--- src/hdl/sra_pkg.sv ---
// Function
// - Decode reads in the 2004.0000-2007.FFFF window
// - Small parts appear twice, top bit undecoded
// - Reads return full words, one lane per part
// - Address bits 9:2 latched at cycle start
// - Latch full address, decode select, drive upper lines
// - ROM word to buffered bus and CPU
// - Low byte from CPU, high byte from decode
// - Top bit follows address 17 or held high
// - Interrupt acknowledge selects ROM at vector entry
// - Vector entry returned as service routine address
// - Only this logic drives chip select, output enable
// - Each part carries its index and checksum
// - Part index zero low lane, three high
// - Check bytes 55h, AAh, 33h consecutive
package sra_pkg;

  // ==========================================================
  // Address window and ROM address layout
  localparam logic [13:0] ROM_WINDOW_TAG  = 14'h0801;
  localparam int          WINDOW_TAG_LSB  = 18;
  localparam int          LOW_LATCH_LSB   = 2;
  localparam int          HIGH_LINES_LSB  = 10;
  localparam int          TOP_BIT_POS     = 17;
  localparam logic [7:0]  VEC_TABLE_WORD  = 8'h08;
  localparam logic [6:0]  VEC_HIGH_LINES  = 7'h00;

  // ==========================================================
  // Per-part layout
  localparam logic [15:0] INDEX_WORD      = 16'h0003;
  localparam logic [15:0] CHECK0_WORD     = 16'h0004;
  localparam logic [15:0] CHECK1_WORD     = 16'h0005;
  localparam logic [15:0] CHECK2_WORD     = 16'h0006;
  localparam logic [15:0] LAST_WORD       = 16'hFFFF;
  localparam logic [7:0]  CHECK0_BYTE     = 8'h55;
  localparam logic [7:0]  CHECK1_BYTE     = 8'hAA;
  localparam logic [7:0]  CHECK2_BYTE     = 8'h33;

  // ==========================================================
  // Timing
  localparam int          CLK_PERIOD_NS   = 40;
  localparam int          ROM_ACCESS_NS   = 200;
  localparam int          ACCESS_CYC      =
    (ROM_ACCESS_NS + CLK_PERIOD_NS - 1) / CLK_PERIOD_NS;
  localparam logic [3:0]  ACCESS_CNT      = 4'(ACCESS_CYC - 1);

  // ==========================================================
  // Reset values
  localparam logic [31:0] WORD_RESET      = 32'h0000_0000;

  typedef enum logic [2:0] {
    SRA_IDLE   = 3'b001,
    SRA_ACCESS = 3'b010,
    SRA_DONE   = 3'b100
  } sra_state_t;

endpackage : sra_pkg

--- src/hdl/sra_rom_path.sv ---
`timescale 1ns/1ps
module sra_rom_path
  import sra_pkg::*;
(
  input  wire logic        ref_clk,
  input  wire logic        rstn,
  input  wire logic        cycStart,
  input  wire logic [31:0] cpuAddr,
  input  wire logic        intAck,
  input  wire logic [2:0]  vecIndex,
  input  wire logic        romSizeJumper,
  input  wire logic [31:0] memoryDataBus,
  output logic      [7:0]  lowAddrLatch,
  output logic      [6:0]  memoryAddressLines,
  output logic             topRomAddressBit,
  output logic             romCsN,
  output logic             romOeN,
  output logic      [31:0] bufferedSystemDataBus,
  output logic      [31:0] cpuMuxedAddrDataBus,
  output logic             cpuBusOe,
  output logic             romReadDone,
  output logic      [3:0]  partIndexOk,
  output logic      [3:0]  checkBytesOk,
  output logic      [31:0] romChecksum
);

  // ==========================================================
  // Helpers
  function automatic logic romHit(input logic [31:0] a);
    romHit = (a[31:WINDOW_TAG_LSB] == ROM_WINDOW_TAG);
  endfunction : romHit

  function automatic logic [7:0] laneByte(input logic [31:0] w,
                                          input int         lane);
    laneByte = w[lane*8 +: 8];
  endfunction : laneByte

  sra_state_t state_reg;
  logic [3:0]  waitCnt_reg;
  logic [31:0] fullAddr_reg;
  logic        isVector_reg;
  logic        accept;
  logic [15:0] romWord;

  assign accept  = (state_reg == SRA_IDLE) && cycStart
                   && (intAck || romHit(cpuAddr));
  assign romWord = {topRomAddressBit, memoryAddressLines, lowAddrLatch};

  // ==========================================================
  // Cycle sequencer
  always_ff @(posedge ref_clk or negedge rstn) begin
    if (!rstn) begin
      state_reg   <= SRA_IDLE;
      waitCnt_reg <= 4'h0;
    end else begin
      case (state_reg)
        SRA_IDLE: begin
          if (accept) begin
            state_reg   <= SRA_ACCESS;
            waitCnt_reg <= ACCESS_CNT;
          end
        end
        SRA_ACCESS: begin
          if (waitCnt_reg == 4'h0) begin
            state_reg <= SRA_DONE;
          end else begin
            waitCnt_reg <= waitCnt_reg - 4'h1;
          end
        end
        SRA_DONE: begin
          state_reg <= SRA_IDLE;
        end
        default: begin
          state_reg <= SRA_IDLE;
        end
      endcase
    end
  end

  // ==========================================================
  // Address capture and ROM address lines
  always_ff @(posedge ref_clk or negedge rstn) begin
    if (!rstn) begin
      fullAddr_reg       <= WORD_RESET;
      isVector_reg       <= 1'b0;
      lowAddrLatch       <= 8'h00;
      memoryAddressLines <= 7'h00;
      topRomAddressBit   <= 1'b1;
    end else if (accept) begin
      fullAddr_reg <= cpuAddr;
      isVector_reg <= intAck;
      if (intAck) begin
        lowAddrLatch       <= VEC_TABLE_WORD + {5'h00, vecIndex};
        memoryAddressLines <= VEC_HIGH_LINES;
        topRomAddressBit   <= ~romSizeJumper;
      end else begin
        lowAddrLatch       <= cpuAddr[LOW_LATCH_LSB +: 8];
        memoryAddressLines <= cpuAddr[HIGH_LINES_LSB +: 7];
        // Small parts ignore the top bit, so their image repeats
        topRomAddressBit   <= romSizeJumper ?
                              cpuAddr[TOP_BIT_POS] : 1'b1;
      end
    end
  end

  // ==========================================================
  // Strobes, owned solely by this logic
  always_ff @(posedge ref_clk or negedge rstn) begin
    if (!rstn) begin
      romCsN <= 1'b1;
      romOeN <= 1'b1;
    end else begin
      romCsN <= ~(accept || (state_reg == SRA_ACCESS
                             && waitCnt_reg != 4'h0));
      romOeN <= ~(accept || (state_reg == SRA_ACCESS
                             && waitCnt_reg != 4'h0));
    end
  end

  // ==========================================================
  // Data return path
  always_ff @(posedge ref_clk or negedge rstn) begin
    if (!rstn) begin
      bufferedSystemDataBus <= WORD_RESET;
      cpuMuxedAddrDataBus   <= WORD_RESET;
      cpuBusOe              <= 1'b0;
      romReadDone           <= 1'b0;
    end else begin
      romReadDone <= 1'b0;
      cpuBusOe    <= 1'b0;
      if (state_reg == SRA_ACCESS && waitCnt_reg == 4'h0) begin
        bufferedSystemDataBus <= memoryDataBus;
        romReadDone           <= 1'b1;
      end
      if (state_reg == SRA_DONE) begin
        cpuMuxedAddrDataBus <= bufferedSystemDataBus;
        cpuBusOe            <= 1'b1;
      end
    end
  end

  // ==========================================================
  // Per-part identification and check bytes
  always_ff @(posedge ref_clk or negedge rstn) begin
    if (!rstn) begin
      partIndexOk  <= 4'h0;
      checkBytesOk <= 4'h0;
      romChecksum  <= WORD_RESET;
    end else if (state_reg == SRA_ACCESS && waitCnt_reg == 4'h0
                 && !isVector_reg) begin
      for (int i = 0; i < 4; i++) begin
        if (romWord == INDEX_WORD) begin
          partIndexOk[i] <= (laneByte(memoryDataBus, i)
                             == 8'(i));
        end
        if (romWord == CHECK0_WORD) begin
          checkBytesOk[i] <= (laneByte(memoryDataBus, i)
                              == CHECK0_BYTE);
        end
        if (romWord == CHECK1_WORD && laneByte(memoryDataBus, i)
            != CHECK1_BYTE) begin
          checkBytesOk[i] <= 1'b0;
        end
        if (romWord == CHECK2_WORD && laneByte(memoryDataBus, i)
            != CHECK2_BYTE) begin
          checkBytesOk[i] <= 1'b0;
        end
      end
      if (romWord == LAST_WORD) begin
        romChecksum <= memoryDataBus;
      end
    end
  end
endmodule : sra_rom_path

--- config.mk ---
export PLATFORM = sky130hd
export DESIGN_NAME = sra_rom_path
export DESIGN_NICKNAME = d
export VERILOG_FILES = /design/src/hdl/sra_pkg.sv /design/src/hdl/sra_rom_path.sv
export SDC_FILE = /design/constraint.sdc
export NUM_CORES = 1
export LEC_CHECK = 0
export CAP_MARGIN = 25
export CORE_MARGIN = 5
export CORE_UTILIZATION = 40
export CTS_BUF_LIST = sky130_fd_sc_hd__clkbuf_16
export DETAILED_ROUTE_END_ITERATION = 6
export DONT_BUFFER_PORTS = 1
export HOLD_SLACK_MARGIN = 0.03
export PLACE_DENSITY = 0.64
export SLEW_MARGIN = 40
export SYNTH_ARGS = -nofsm -noshare
export SYNTH_HDL_FRONTEND = slang
export SYNTH_SLANG_ARGS = --single-unit
--- constraint.sdc ---
create_clock -name ref_clk -period 2.3 [get_ports ref_clk]
set_input_delay 0.46 -clock ref_clk [delete_from_list [all_inputs] [get_ports ref_clk]]
set_output_delay 0.46 -clock ref_clk [all_outputs]
set_load 0.03 [all_outputs]
==> results of run 1 <==
cell type report:
cell class	count	area (µm²)
Tap cell	180	225.2
Clock inverter	15	112.6
Clock buffer	17	425.4
Timing Repair Buffer	26	207.7
Fill cell	1259	7316
Inverter	12	45.04
Sequential cell	131	3282
Multi-Input combinational cell	296	2160
final timing paths:
path                              startpoint  slack (ns)                         to  cells past startpoint
max                           waitCnt_reg[0]        0.18             partIndexOk[1]                      6
min                                     rstn       -0.26    cpuMuxedAddrDataBus[28]                      0
max reg2reg                   waitCnt_reg[0]        0.18             partIndexOk[1]                      6
min reg2reg                   waitCnt_reg[0]        0.57             waitCnt_reg[0]                      2
max in group asynchronous               rstn        2.34                     romOeN                      0
min in group ref_clk       memoryDataBus[23]        0.16  bufferedSystemDataBus[23]                      2
layout by cell type, fill, tap and decap left out, types with 3 or more instances in the layout:
| master | n |
|---|---|
| dfrtp_1 | 128 |
| and3_1 | 4 |
| mux2_2 | 35 |
| nand2_1 | 109 |
| inv_1 | 17 |
| mux2i_1 | 6 |
| mux2_4 | 30 |
| nand4_1 | 11 |
| clkbuf_16 | 17 |
| nand3_1 | 7 |
| clkinv_1 | 5 |
| clkinv_2 | 3 |
| a22o_1 | 12 |
| dfstp_2 | 3 |
| nor4_1 | 13 |
| nor2_1 | 9 |
| nor3_1 | 6 |
| o21ai_0 | 6 |
| nor4bb_1 | 3 |
| or3_1 | 3 |
| buf_4 | 25 |
| nor2b_1 | 3 |
| mux2_1 | 4 |
power breakdown:
part / total [µW] / switching, µW / internal (µW)
clock: 2470 / 924 / 1550
sequential: 3830 / 1130 / 2700
combinational: 662 / 361 / 301
through the flow:
| step | cells | power, µW |
|---|---|---|
| floorplan | 459 | 4256 |
| CTS | 677 | 7059 |
| finish | 677 | 6962 |
| global placement | 645 | 4496 |
| detailed placement | 645 | 4549 |
| global route | 677 | 7293 |
layer usage:
metal  vias up  track usage  wire [µm]
li1       1663            -          -
met4         0      0.04557        171
met2       160       0.2902       6931
met1      1881       0.2184       5777
met5         -            0          0
met3        15      0.07875       1368
worst register-to-register path: cells and delay by family (launching register included):
kind          cells  cell delay, ns
fa+ha+maj         1            0.19
buf+inv           1            0.09
flops             1            0.39
mux               1            0.35
simple gates      3            0.97
cells by family after synthesis:
logic type / synth area share
adder cells (fa/ha/maj): 0.002238
buffers and inverters: 0.02842
AO/OA/AOI/OAI: 0.04521
multiplexers: 0.1699
AND/OR/NAND/NOR: 0.1641
flip-flops: 0.5871
XOR/XNOR: 0.003134
==> metrics.md, run 1 <==
| Metric | Value |
|---|---|
| Finished Core Util | `0.4688` |
| Tcrit/Tclk final | `0.9204` |
| Crit end category | `flip-flop` |
| Largest cells by area after synthesis | `dfrtp_1 57%, mux2_4 8.1%, nand2_1 7.3%` |
| Top Registers | `bufferedSystemDataBus x32, cpuMuxedAddrDataBus x32, romChecksum x32` |
| Avg WL per Cell | `roughly 21 µm` |
| # diodes | `0` |
| Cells after Synth | `~460` |
| Drt pass-1 iters | `4` |
| Initial antenna violation count | `0` |
| Post-synth top area share | `0.5730` |
| Failing checks | `negative hold slack` |
| Die ar. | `16440 µm²` |
| Final Max Slew Viols | `0` |
| First-pass GRT wire length | `about 23000 µm` |
| DRC | `0` |
| Number of synthesized flops with an enable pin | `0` |
| CP max stage delay | `around 0.43 ns` |
| Top-level port count | `196` |
| Min Hold Slack | `-0.2574 ns` |
| CTS H-tree depth | `4` |
| Root Buffer | `clkbuf_16` |
| Clk slew on worst S/H paths | `0.06 ns` |
| Antenna Nets Post-Route | `0` |
| Setup TNS | `0 ns` |
| Worst Skew | `0.01148 ns` |
| Clock sink count | `131` |
| Setup Fix Bufs, Post-CTS | `0` |
| Crit-path cells | `inv_1 > ha_1 > or3b_4 > nor3_4 > and3_1 > mux2_1` |
| Min-Delay Path Class | `input port to asynchronous set/reset pin` |
| Port Buffers | `0` |
| CP max-delay cell | `or3b_4` |
| Leak Pwr | `0.003073 µW` |
| Share of cells above drive strength 1 | `0.2515` |
| CP Data Required Time | `2.59 ns` |
| Status | `finished with violations` |
| Max VDD drop | `0.4889 mV` |
| Via Count | `3719` |
| Vias in the first global route | `4059` |
| Final setup violation count | `0` |
| Area grow syn2layout | `15.51%` |
| Nets | `557` |
| Synth async-reset ratio | `1.000` |
| Routability cong. | `around 0.85` |
| Top delay family on crit path | `simple AND/OR/NAND/NOR gates` |
| Pwr Density | `1078 nW/µm²` |
| Dpl ws | `0.1668 ns` |
| Mean Syn Cell Area | `between 10 and 15 µm²` |
| CTS Buf Count | `17` |
| #FFs+latches synth | `131` |
| Min Tclk post-route | `2.117 ns` |
| CP Data Arrival Time | `about 2.4 ns` |
| CTS tree | `yes` |
| Seq/Total Area, Yosys | `0.5871` |
| GRT Total Usage | `0.1787` |
| Final instance area | `6457 µm²` |
| Placeable Area | `about 14000 µm²` |
| Worst skew pair latency | `0.41 ns` |
| Largest net degree at the start of global routing | `132` |
| Worst Slack Setup Final | `0.1830 ns` |
| RSZ-0062 raised after global routing | `no` |
| Placed cell areas | `between 5000 and 6000 µm²` |
| Chip height | `roughly 130 µm` |
| Yosys cell types | `between 50 and 60` |
| Buf/Inv on CP | `1` |
| Avg Vias per Cell | `5.493` |
| CP max FO | `4` |
| Syn_nets | `532` |
| Main synth FF type | `dfrtp_1` |
| Placement row count | `43` |
| Mapped cell area | `5590 µm²` |
| Clk buf depth | `2` |
| Initial drt markers | `189` |
| Worst Max-Slew Pin Slew | `0.5897 ns` |
| Startpoint types | `flip-flop` |
| WS Path Type | `flip-flop to flip-flop` |
| Top post-synthesis cells by count | `128 x dfrtp_1, 109 x nand2_1, 35 x mux2_2` |
| Maxcap violations | `0` |
| GRT overflow | `0` |
| Final Hold Viols | `131` |
| Achievable clock frequency | `472.4 MHz` |
| Starting Density | `0.4059` |
| Final wirelength | `~14000 µm` |
| Ys Warns | `0` |
| Die width | `128.2 µm` |
| Hpwl dp | `10330 µm` |
| Top-count cell post-synth | `dfrtp_1` |
| Slew HR | `0.6068` |
| PostCTS Resize Cnt | `0` |
| Largest area contributor in the netlist | `dfrtp_1` |
Note: power is estimated with default switching activity, not from simulation.
==> inputs of run 2 (changes only) <==
==> constraint.sdc (replaced) <==
create_clock -name ref_clk -period 2.3 [get_ports ref_clk]
set_input_delay 0 -clock ref_clk [delete_from_list [all_inputs] [get_ports ref_clk]]
set_output_delay 0 -clock ref_clk [all_outputs]
set_load 0.03 [all_outputs]
==> run 2 against run 1 <==
Compared with the run above:
- the run still ends with negative hold slack left
- sequential power about the same
- clock skew decreased by 0.0035 ns
- global-route usage increased by 1.4 points
- largest cell class unchanged
==> metrics.md, run 2 (synthesized netlist as in run 1, its figures left out) <==
| Metric | Value |
|---|---|
| Vias in the first global route | `4293 (+5.8%)` |
| Achievable clock frequency | `454.0 MHz (-3.9%)` |
| RSZ-0062 raised after global routing | `no` |
| Worst skew pair latency | `0.41 ns (about the same)` |
| NetSw | `2545 µW (+5.5%)` |
| CTS Buf Count | `17 (unchanged)` |
| Largest net degree at the start of global routing | `132 (unchanged)` |
| Area grow syn2layout | `26.90%` |
| Min Hold Slack | `-0.7221 ns (-0.4647 ns)` |
| Most common cell after layout, fill and taps aside | `dfrtp_1` |
| Met2 routed WL | `7502 µm (+8.2%)` |
| Worst Skew | `0.007959 ns (-0.003524 ns)` |
| Top Metal Used | `met4` |
| Min-Delay Path Class | `input port to asynchronous set/reset pin` |
| Placeable Area | `13770 µm² (unchanged)` |
| Final Max Slew Viols | `0 (unchanged)` |
| Int Pwr | `4651 µW (+2.2%)` |
| Chip height | `128.2 µm (unchanged)` |
| Initial antenna violation count | `0 (unchanged)` |
| Final instance area | `7094 µm² (+9.9%)` |
| Placed cell areas | `5908 µm² (-0.13%)` |
| CP max-delay cell | `dfstp_2` |
| CP max stage delay | `0.56 ns (+0.13 ns)` |
| Flop pwr share | `0.535 (-0.015)` |
| Crit end category | `flip-flop` |
| Setup TNS | `0 ns (unchanged)` |
| Clk pwr share | `0.360 (+0.005)` |
| Hpwl dp | `10340 µm (+0.15%)` |
| Clk buf depth | `2 (unchanged)` |
| Antenna Nets Post-Route | `0 (unchanged)` |
| Port Buffers | `0 (unchanged)` |
| Startpoint types | `flip-flop` |
| Maxcap violations | `0 (unchanged)` |
| CP Data Required Time | `2.65 ns (+0.06 ns)` |
| Final setup violation count | `0 (unchanged)` |
| CTS Hold Bufs | `60` |
| Root Buffer | `clkbuf_16` |
| Final wirelength | `15610 µm (+9.6%)` |
| Clock sink count | `131 (unchanged)` |
| GRT Total Usage | `0.1932 (+0.01448)` |
| Top Registers | `bufferedSystemDataBus x32, cpuMuxedAddrDataBus x32, romChecksum x32` |
| Worst Max-Slew Pin Slew | `0.6111 ns (+0.02138 ns)` |
| Metal3 WL | `1496 µm (+9.4%)` |
| Wl on met1 | `6173 µm (+6.9%)` |
| Clk slew on worst S/H paths | `0.06 ns (about the same)` |
| CP max FO | `5 (+1)` |
| WS Path Type | `flip-flop to flip-flop` |
| Status | `finished with violations` |
| Drt pass-1 iters | `4 (unchanged)` |
| Nets | `618 (+11%)` |
| Failing checks | `negative hold slack` |
| Leak Pwr | `0.003311 µW (+7.7%)` |
| Crit-path cells | `and4bb_2 > nand3_1 > dlygate4sd3_1 > nand3_1 > dlygate4sd3_1` |
| CTS tree | `yes` |
| Avg WL per Cell | `21.16 µm (+0.53%)` |
| Routability cong. | `0.8551 (+0.72%)` |
| Final Hold Viols | `131 (unchanged)` |
| PostCTS Resize Cnt | `0 (unchanged)` |
| Placement row count | `43 (unchanged)` |
| First-pass GRT wire length | `24430 µm (+6.8%)` |
| Slew HR | `0.5926 (-0.01426)` |
| DRC | `0 (unchanged)` |
| Via Count | `4033 (+8.4%)` |
| Combinational power share | `0.106 (+0.011)` |
| Avg Vias per Cell | `5.465 (-0.52%)` |
| Tcrit/Tclk final | `0.9577 (+0.03728)` |
| Commonest non-fill, non-tap cells in the layout | `128 x dfrtp_1, 109 x nand2_1, 60 x dlygate4sd3_1` |
| GRT overflow | `0 (unchanged)` |
| Starting Density | `0.4059 (unchanged)` |
| Die ar. | `16440 µm² (unchanged)` |
| Max VDD drop | `0.5112 mV (+4.6%)` |
| Min Tclk post-route | `2.203 ns (+0.08574 ns)` |
| Initial drt markers | `203 (+7.4%)` |
| Switch share | `0.3537 (+0.007174)` |
| Share of cells above drive strength 1 | `0.2401 (-0.01137)` |
| CP Data Arrival Time | `2.55 ns (+0.14 ns)` |
| CTS H-tree depth | `4 (unchanged)` |
| Top-level port count | `196 (unchanged)` |
| # diodes | `0 (unchanged)` |
| Pwr Density | `1014 nW/µm² (-5.9%)` |
| Die width | `128.2 µm (unchanged)` |
run 2: cell count changes in the layout (fill, tap and decap cells not counted), sizes merged:
cell         before  now
dlygate4sd3       0   60
inv              17   12
clkinvlp          0    3
clkinv            8   10
buf              26   27
run 2: stage by stage:
stage | power (µW) | util | std cells | setup slack (ns)
2_1_floorplan | 4256 | - | 459 | 0.3852
3_3_place_gp | 4485 | 0.4290 | 644 | 0.2549
3_5_place_dp | 4542 | 0.4290 | 644 | 0.1844
4_1_cts | 7257 | 0.5137 | 736 | 0.1122
5_1_grt | 7531 | 0.5151 | 738 | 0.02459
6_report | 7196 | 0.5151 | 738 | 0.09730
run 2: final cells by class:
type                            count  area (µm²)
Fill cell                        1192        6679
Tap cell                          180       225.2
Sequential cell                   131        3282
Inverter                           12       45.04
Clock inverter                     15       141.4
Clock buffer                       17       425.4
Timing Repair Buffer               87       815.8
Multi-Input combinational cell    296        2160
run 2: critical path, delay by kind of cell, from the launching register on:
kind	cells	cell delay, ns
simple gates	3	0.47
flops	1	0.56
buf+inv	2	1.11
run 2: path summary, 6_finish.rpt:
kind | startpoint | cells past startpoint | to | slack (ns)
worst max-delay path | state_reg[0] | 5 | lowAddrLatch[3] | 0.1
worst min-delay path | rstn | 0 | cpuMuxedAddrDataBus[28] | -0.72
worst max register to register | state_reg[0] | 5 | lowAddrLatch[3] | 0.1
worst min register to register | waitCnt_reg[3] | 2 | waitCnt_reg[3] | 0.60
max in group asynchronous | rstn | 0 | romOeN | 2.82
min in group ref_clk | memoryDataBus[14] | 3 | partIndexOk[1] | 0.05
run 2: repair_timing:
item                                    4_1_cts  5_1_grt
setup buffers                                 0        2
endpoints found under the hold margin       224      131
endpoints found under the setup margin        0        3
run 2: power groups by stage:
stage / sequential (µW) / combinational [µW] / clock [µW]
floorplan: 3760 / 494 / 0
global placement: 3880 / 609 / 0
detailed placement: 3900 / 639 / 0
CTS: 3860 / 753 / 2640
global route: 3910 / 858 / 2760
finish: 3850 / 760 / 2590
run 2: layer usage:
metal	up-vias	global-route usage
met5	-	0
met4	0	0.08115
met3	39	0.07292
met2	207	0.3111
met1	1995	0.2326
li1	1792	-
==> inputs of run 3 (changes only) <==
==> constraint.sdc (replaced) <==
create_clock -name ref_clk -period 2.3 [get_ports ref_clk]
set_input_delay 0.115 -clock ref_clk [delete_from_list [all_inputs] [get_ports ref_clk]]
set_output_delay 0.115 -clock ref_clk [all_outputs]
set_load 0.03 [all_outputs]
==> run 3 against run 2 <==
Compared with the run above:
- the run still ends with negative hold slack left
- via count shrank 0.72%
- count of clock-buffer cells in the layout stayed put
- maximum frequency increased by 3.5%
- final cell count decreased by 0.81%
- utilization down 0.17 points
- flip-flop and latch count stayed put
- critical path depth rose by 1
- sequential power is essentially flat
- clock power up 6%
- critical endpoint is now partIndexOk[2]
- highest routed layer unchanged
==> metrics.md, run 3 (synthesized netlist as in run 1, its figures left out) <==
| Metric | Value |
|---|---|
| DRC | `0 (unchanged)` |
| Pwr Density | `1038 nW/µm² (+2.3%)` |
| Final wirelength | `15470 µm (-0.93%)` |
| Final Non-Filler Cells | `732 (-0.81%)` |
| Clock sink count | `131 (unchanged)` |
| Setup TNS | `0 ns (unchanged)` |
| Worst skew pair latency | `0.41 ns (about the same)` |
| CTS Buf Count | `17 (unchanged)` |
| Min Hold Slack | `-0.6027 ns (+0.1194 ns)` |
| Area grow syn2layout | `26.48%` |
| Clk buf depth | `2 (unchanged)` |
| Crit end category | `flip-flop` |
| Share of cells above drive strength 1 | `0.2319 (-0.008259)` |
| Vias in the first global route | `4359 (+1.5%)` |
| Top-level port count | `196 (unchanged)` |
| Achievable clock frequency | `469.8 MHz (+3.5%)` |
| Initial drt markers | `164 (-19%)` |
| Tcrit/Tclk final | `0.9254 (-0.03231)` |
| CTS H-tree depth | `4 (unchanged)` |
| Maxcap violations | `0 (unchanged)` |
| Startpoint types | `flip-flop` |
| Final Max Slew Viols | `0 (unchanged)` |
| Dpl ws | `0.1918 ns (+0.007414 ns)` |
| Finished Core Util | `0.5134 (-0.001726)` |
| Placement row count | `43 (unchanged)` |
| CP Data Required Time | `2.59 ns (-0.06 ns)` |
| WS Path Type | `flip-flop to flip-flop` |
| CTS tree | `yes` |
| Buf/Inv on CP | `1 (-1)` |
| GRT Total Usage | `0.1928 (-0.0004594)` |
| First-pass GRT wire length | `24450 µm (+0.11%)` |
| Final Hold Viols | `131 (unchanged)` |
| GRT overflow | `0 (unchanged)` |
| Nets | `612 (-0.97%)` |
| Cells after DPL | `644 (unchanged)` |
| Initial antenna violation count | `0 (unchanged)` |
| Avg Vias per Cell | `5.470 (about the same)` |
| Final instance area | `7071 µm² (-0.34%)` |
| Chip height | `128.2 µm (unchanged)` |
| Commonest non-fill, non-tap cells in the layout | `128 x dfrtp_1, 109 x nand2_1, 56 x dlygate4sd3_1` |
| Starting Density | `0.4059 (unchanged)` |
| Slew HR | `0.6131 (+0.02057)` |
| Worst Slack Setup Final | `0.1716 ns (+0.07431 ns)` |
| Die ar. | `16440 µm² (unchanged)` |
| Avg WL per Cell | `21.13 µm (-0.12%)` |
| Clk slew on worst S/H paths | `0.05 ns (about the same)` |
| Most common cell after layout, fill and taps aside | `dfrtp_1` |
| Final setup violation count | `0 (unchanged)` |
| CP max-delay cell | `or3b_4` |
| Worst Skew | `0.006129 ns (-0.001830 ns)` |
| Port Buffers | `0 (unchanged)` |
| Status | `finished with violations` |
| Placed cell areas | `5908 µm² (unchanged)` |
| Top Registers | `bufferedSystemDataBus x32, cpuMuxedAddrDataBus x32, romChecksum x32` |
| Antenna Nets Post-Route | `0 (unchanged)` |
| Root Buffer | `clkbuf_16` |
| Top delay family on crit path | `simple AND/OR/NAND/NOR gates` |
| CP max FO | `4 (-1)` |
| RSZ-0062 raised after global routing | `no` |
| Drt pass-1 iters | `4 (unchanged)` |
| Routability cong. | `0.8477 (-0.87%)` |
| Setup Fix Bufs, Post-CTS | `0 (unchanged)` |
| Largest net degree at the start of global routing | `132 (unchanged)` |
| Max VDD drop | `0.4806 mV (-6.0%)` |
| CP Data Arrival Time | `2.42 ns (-0.13 ns)` |
| # diodes | `0 (unchanged)` |
| Min-Delay Path Class | `input port to asynchronous set/reset pin` |
| Hpwl dp | `10450 µm (+1.1%)` |
| Die width | `128.2 µm (unchanged)` |
| Worst Max-Slew Pin Slew | `0.5802 ns (-0.03085 ns)` |
| Placeable Area | `13770 µm² (unchanged)` |
| CP max stage delay | `0.44 ns (-0.12 ns)` |
| Failing checks | `negative hold slack` |
| Crit-path cells | `inv_1 > ha_1 > or3b_4 > nor3_4 > and3_1 > mux2_1` |
| Via Count | `4004 (-0.72%)` |
| Min Tclk post-route | `2.128 ns (-0.07431 ns)` |
| Leak Pwr | `0.003302 µW (-0.25%)` |
| PostCTS Resize Cnt | `0 (unchanged)` |
==> run 3: cell types whose count changed in the layout (fill, tap and decap cells not counted), sizes merged <==
| cell | delta |
|---|---|
| inv | +1 |
| buf | -2 |
| dlygate4sd3 | -4 |
| clkinv | -2 |
| bufinv | +2 |
| clkinvlp | -1 |
==> run 3: worst paths after layout <==
kind	end	from	depth (start not counted)	slack, ns
min in group ref_clk	checkBytesOk[2]	memoryDataBus[17]	3	0.05
worst max-delay path	partIndexOk[2]	waitCnt_reg[0]	6	0.17
worst min-delay path	cpuMuxedAddrDataBus[25]	rstn	0	-0.60
worst min register to register	waitCnt_reg[0]	waitCnt_reg[0]	2	0.57
max in group asynchronous	romOeN	rstn	0	2.66
worst max register to register	partIndexOk[2]	waitCnt_reg[0]	6	0.17
==> run 3: repair_timing <==
| action | CTS | global route |
|---|---|---|
| hold buffers | 55 | 1 |
| endpoints found under the hold margin | 215 | 132 |
| endpoints found under the setup margin | 0 | 0 |
==> run 3: final cells by class <==
| class | count | area, µm² |
|---|---|---|
| Fill cell | 1171 | 6703 |
| Clock buffer | 17 | 425.4 |
| Timing Repair Buffer | 81 | 760.7 |
| Multi-Input combinational cell | 296 | 2160 |
| Clock inverter | 15 | 172.7 |
| Sequential cell | 131 | 3282 |
| Tap cell | 180 | 225.2 |
| Inverter | 12 | 45.04 |
==> run 3: layer usage <==
| layer | share of wire | vias to the layer above | track usage |
|---|---|---|---|
| li1 | - | 1773 | - |
| met5 | 0 | - | 0 |
| met4 | 0.014 | 0 | 0.06367 |
| met2 | 0.49 | 198 | 0.3077 |
| met1 | 0.40 | 2011 | 0.2384 |
| met3 | 0.10 | 22 | 0.07792 |
==> run 3: report_power, final <==
group	internal (µW)	switching [µW]	total, µW
Sequential	2700	1150	3850
Combinational	363	374	736
Clock	1780	965	2750
==> run 3: per-stage QoR <==
stage | hold WS [ns] | total power (µW)
after detailed placement | -0.1773 | 4543
after CTS | -0.6219 | 7405
after global routing | -0.6325 | 7686
final | -0.6027 | 7336
after global placement | -0.1769 | 4487
after floorplan | -0.1806 | 4256
==> run 3: worst reg2reg max path, stage by stage (launching register included) <==
cell and delay, ns:
dfrtp_1 0.39, inv_1 0.09, ha_1 0.21, or3b_4 0.44
nor3_4 0.19, and3_1 0.33, mux2_1 0.35
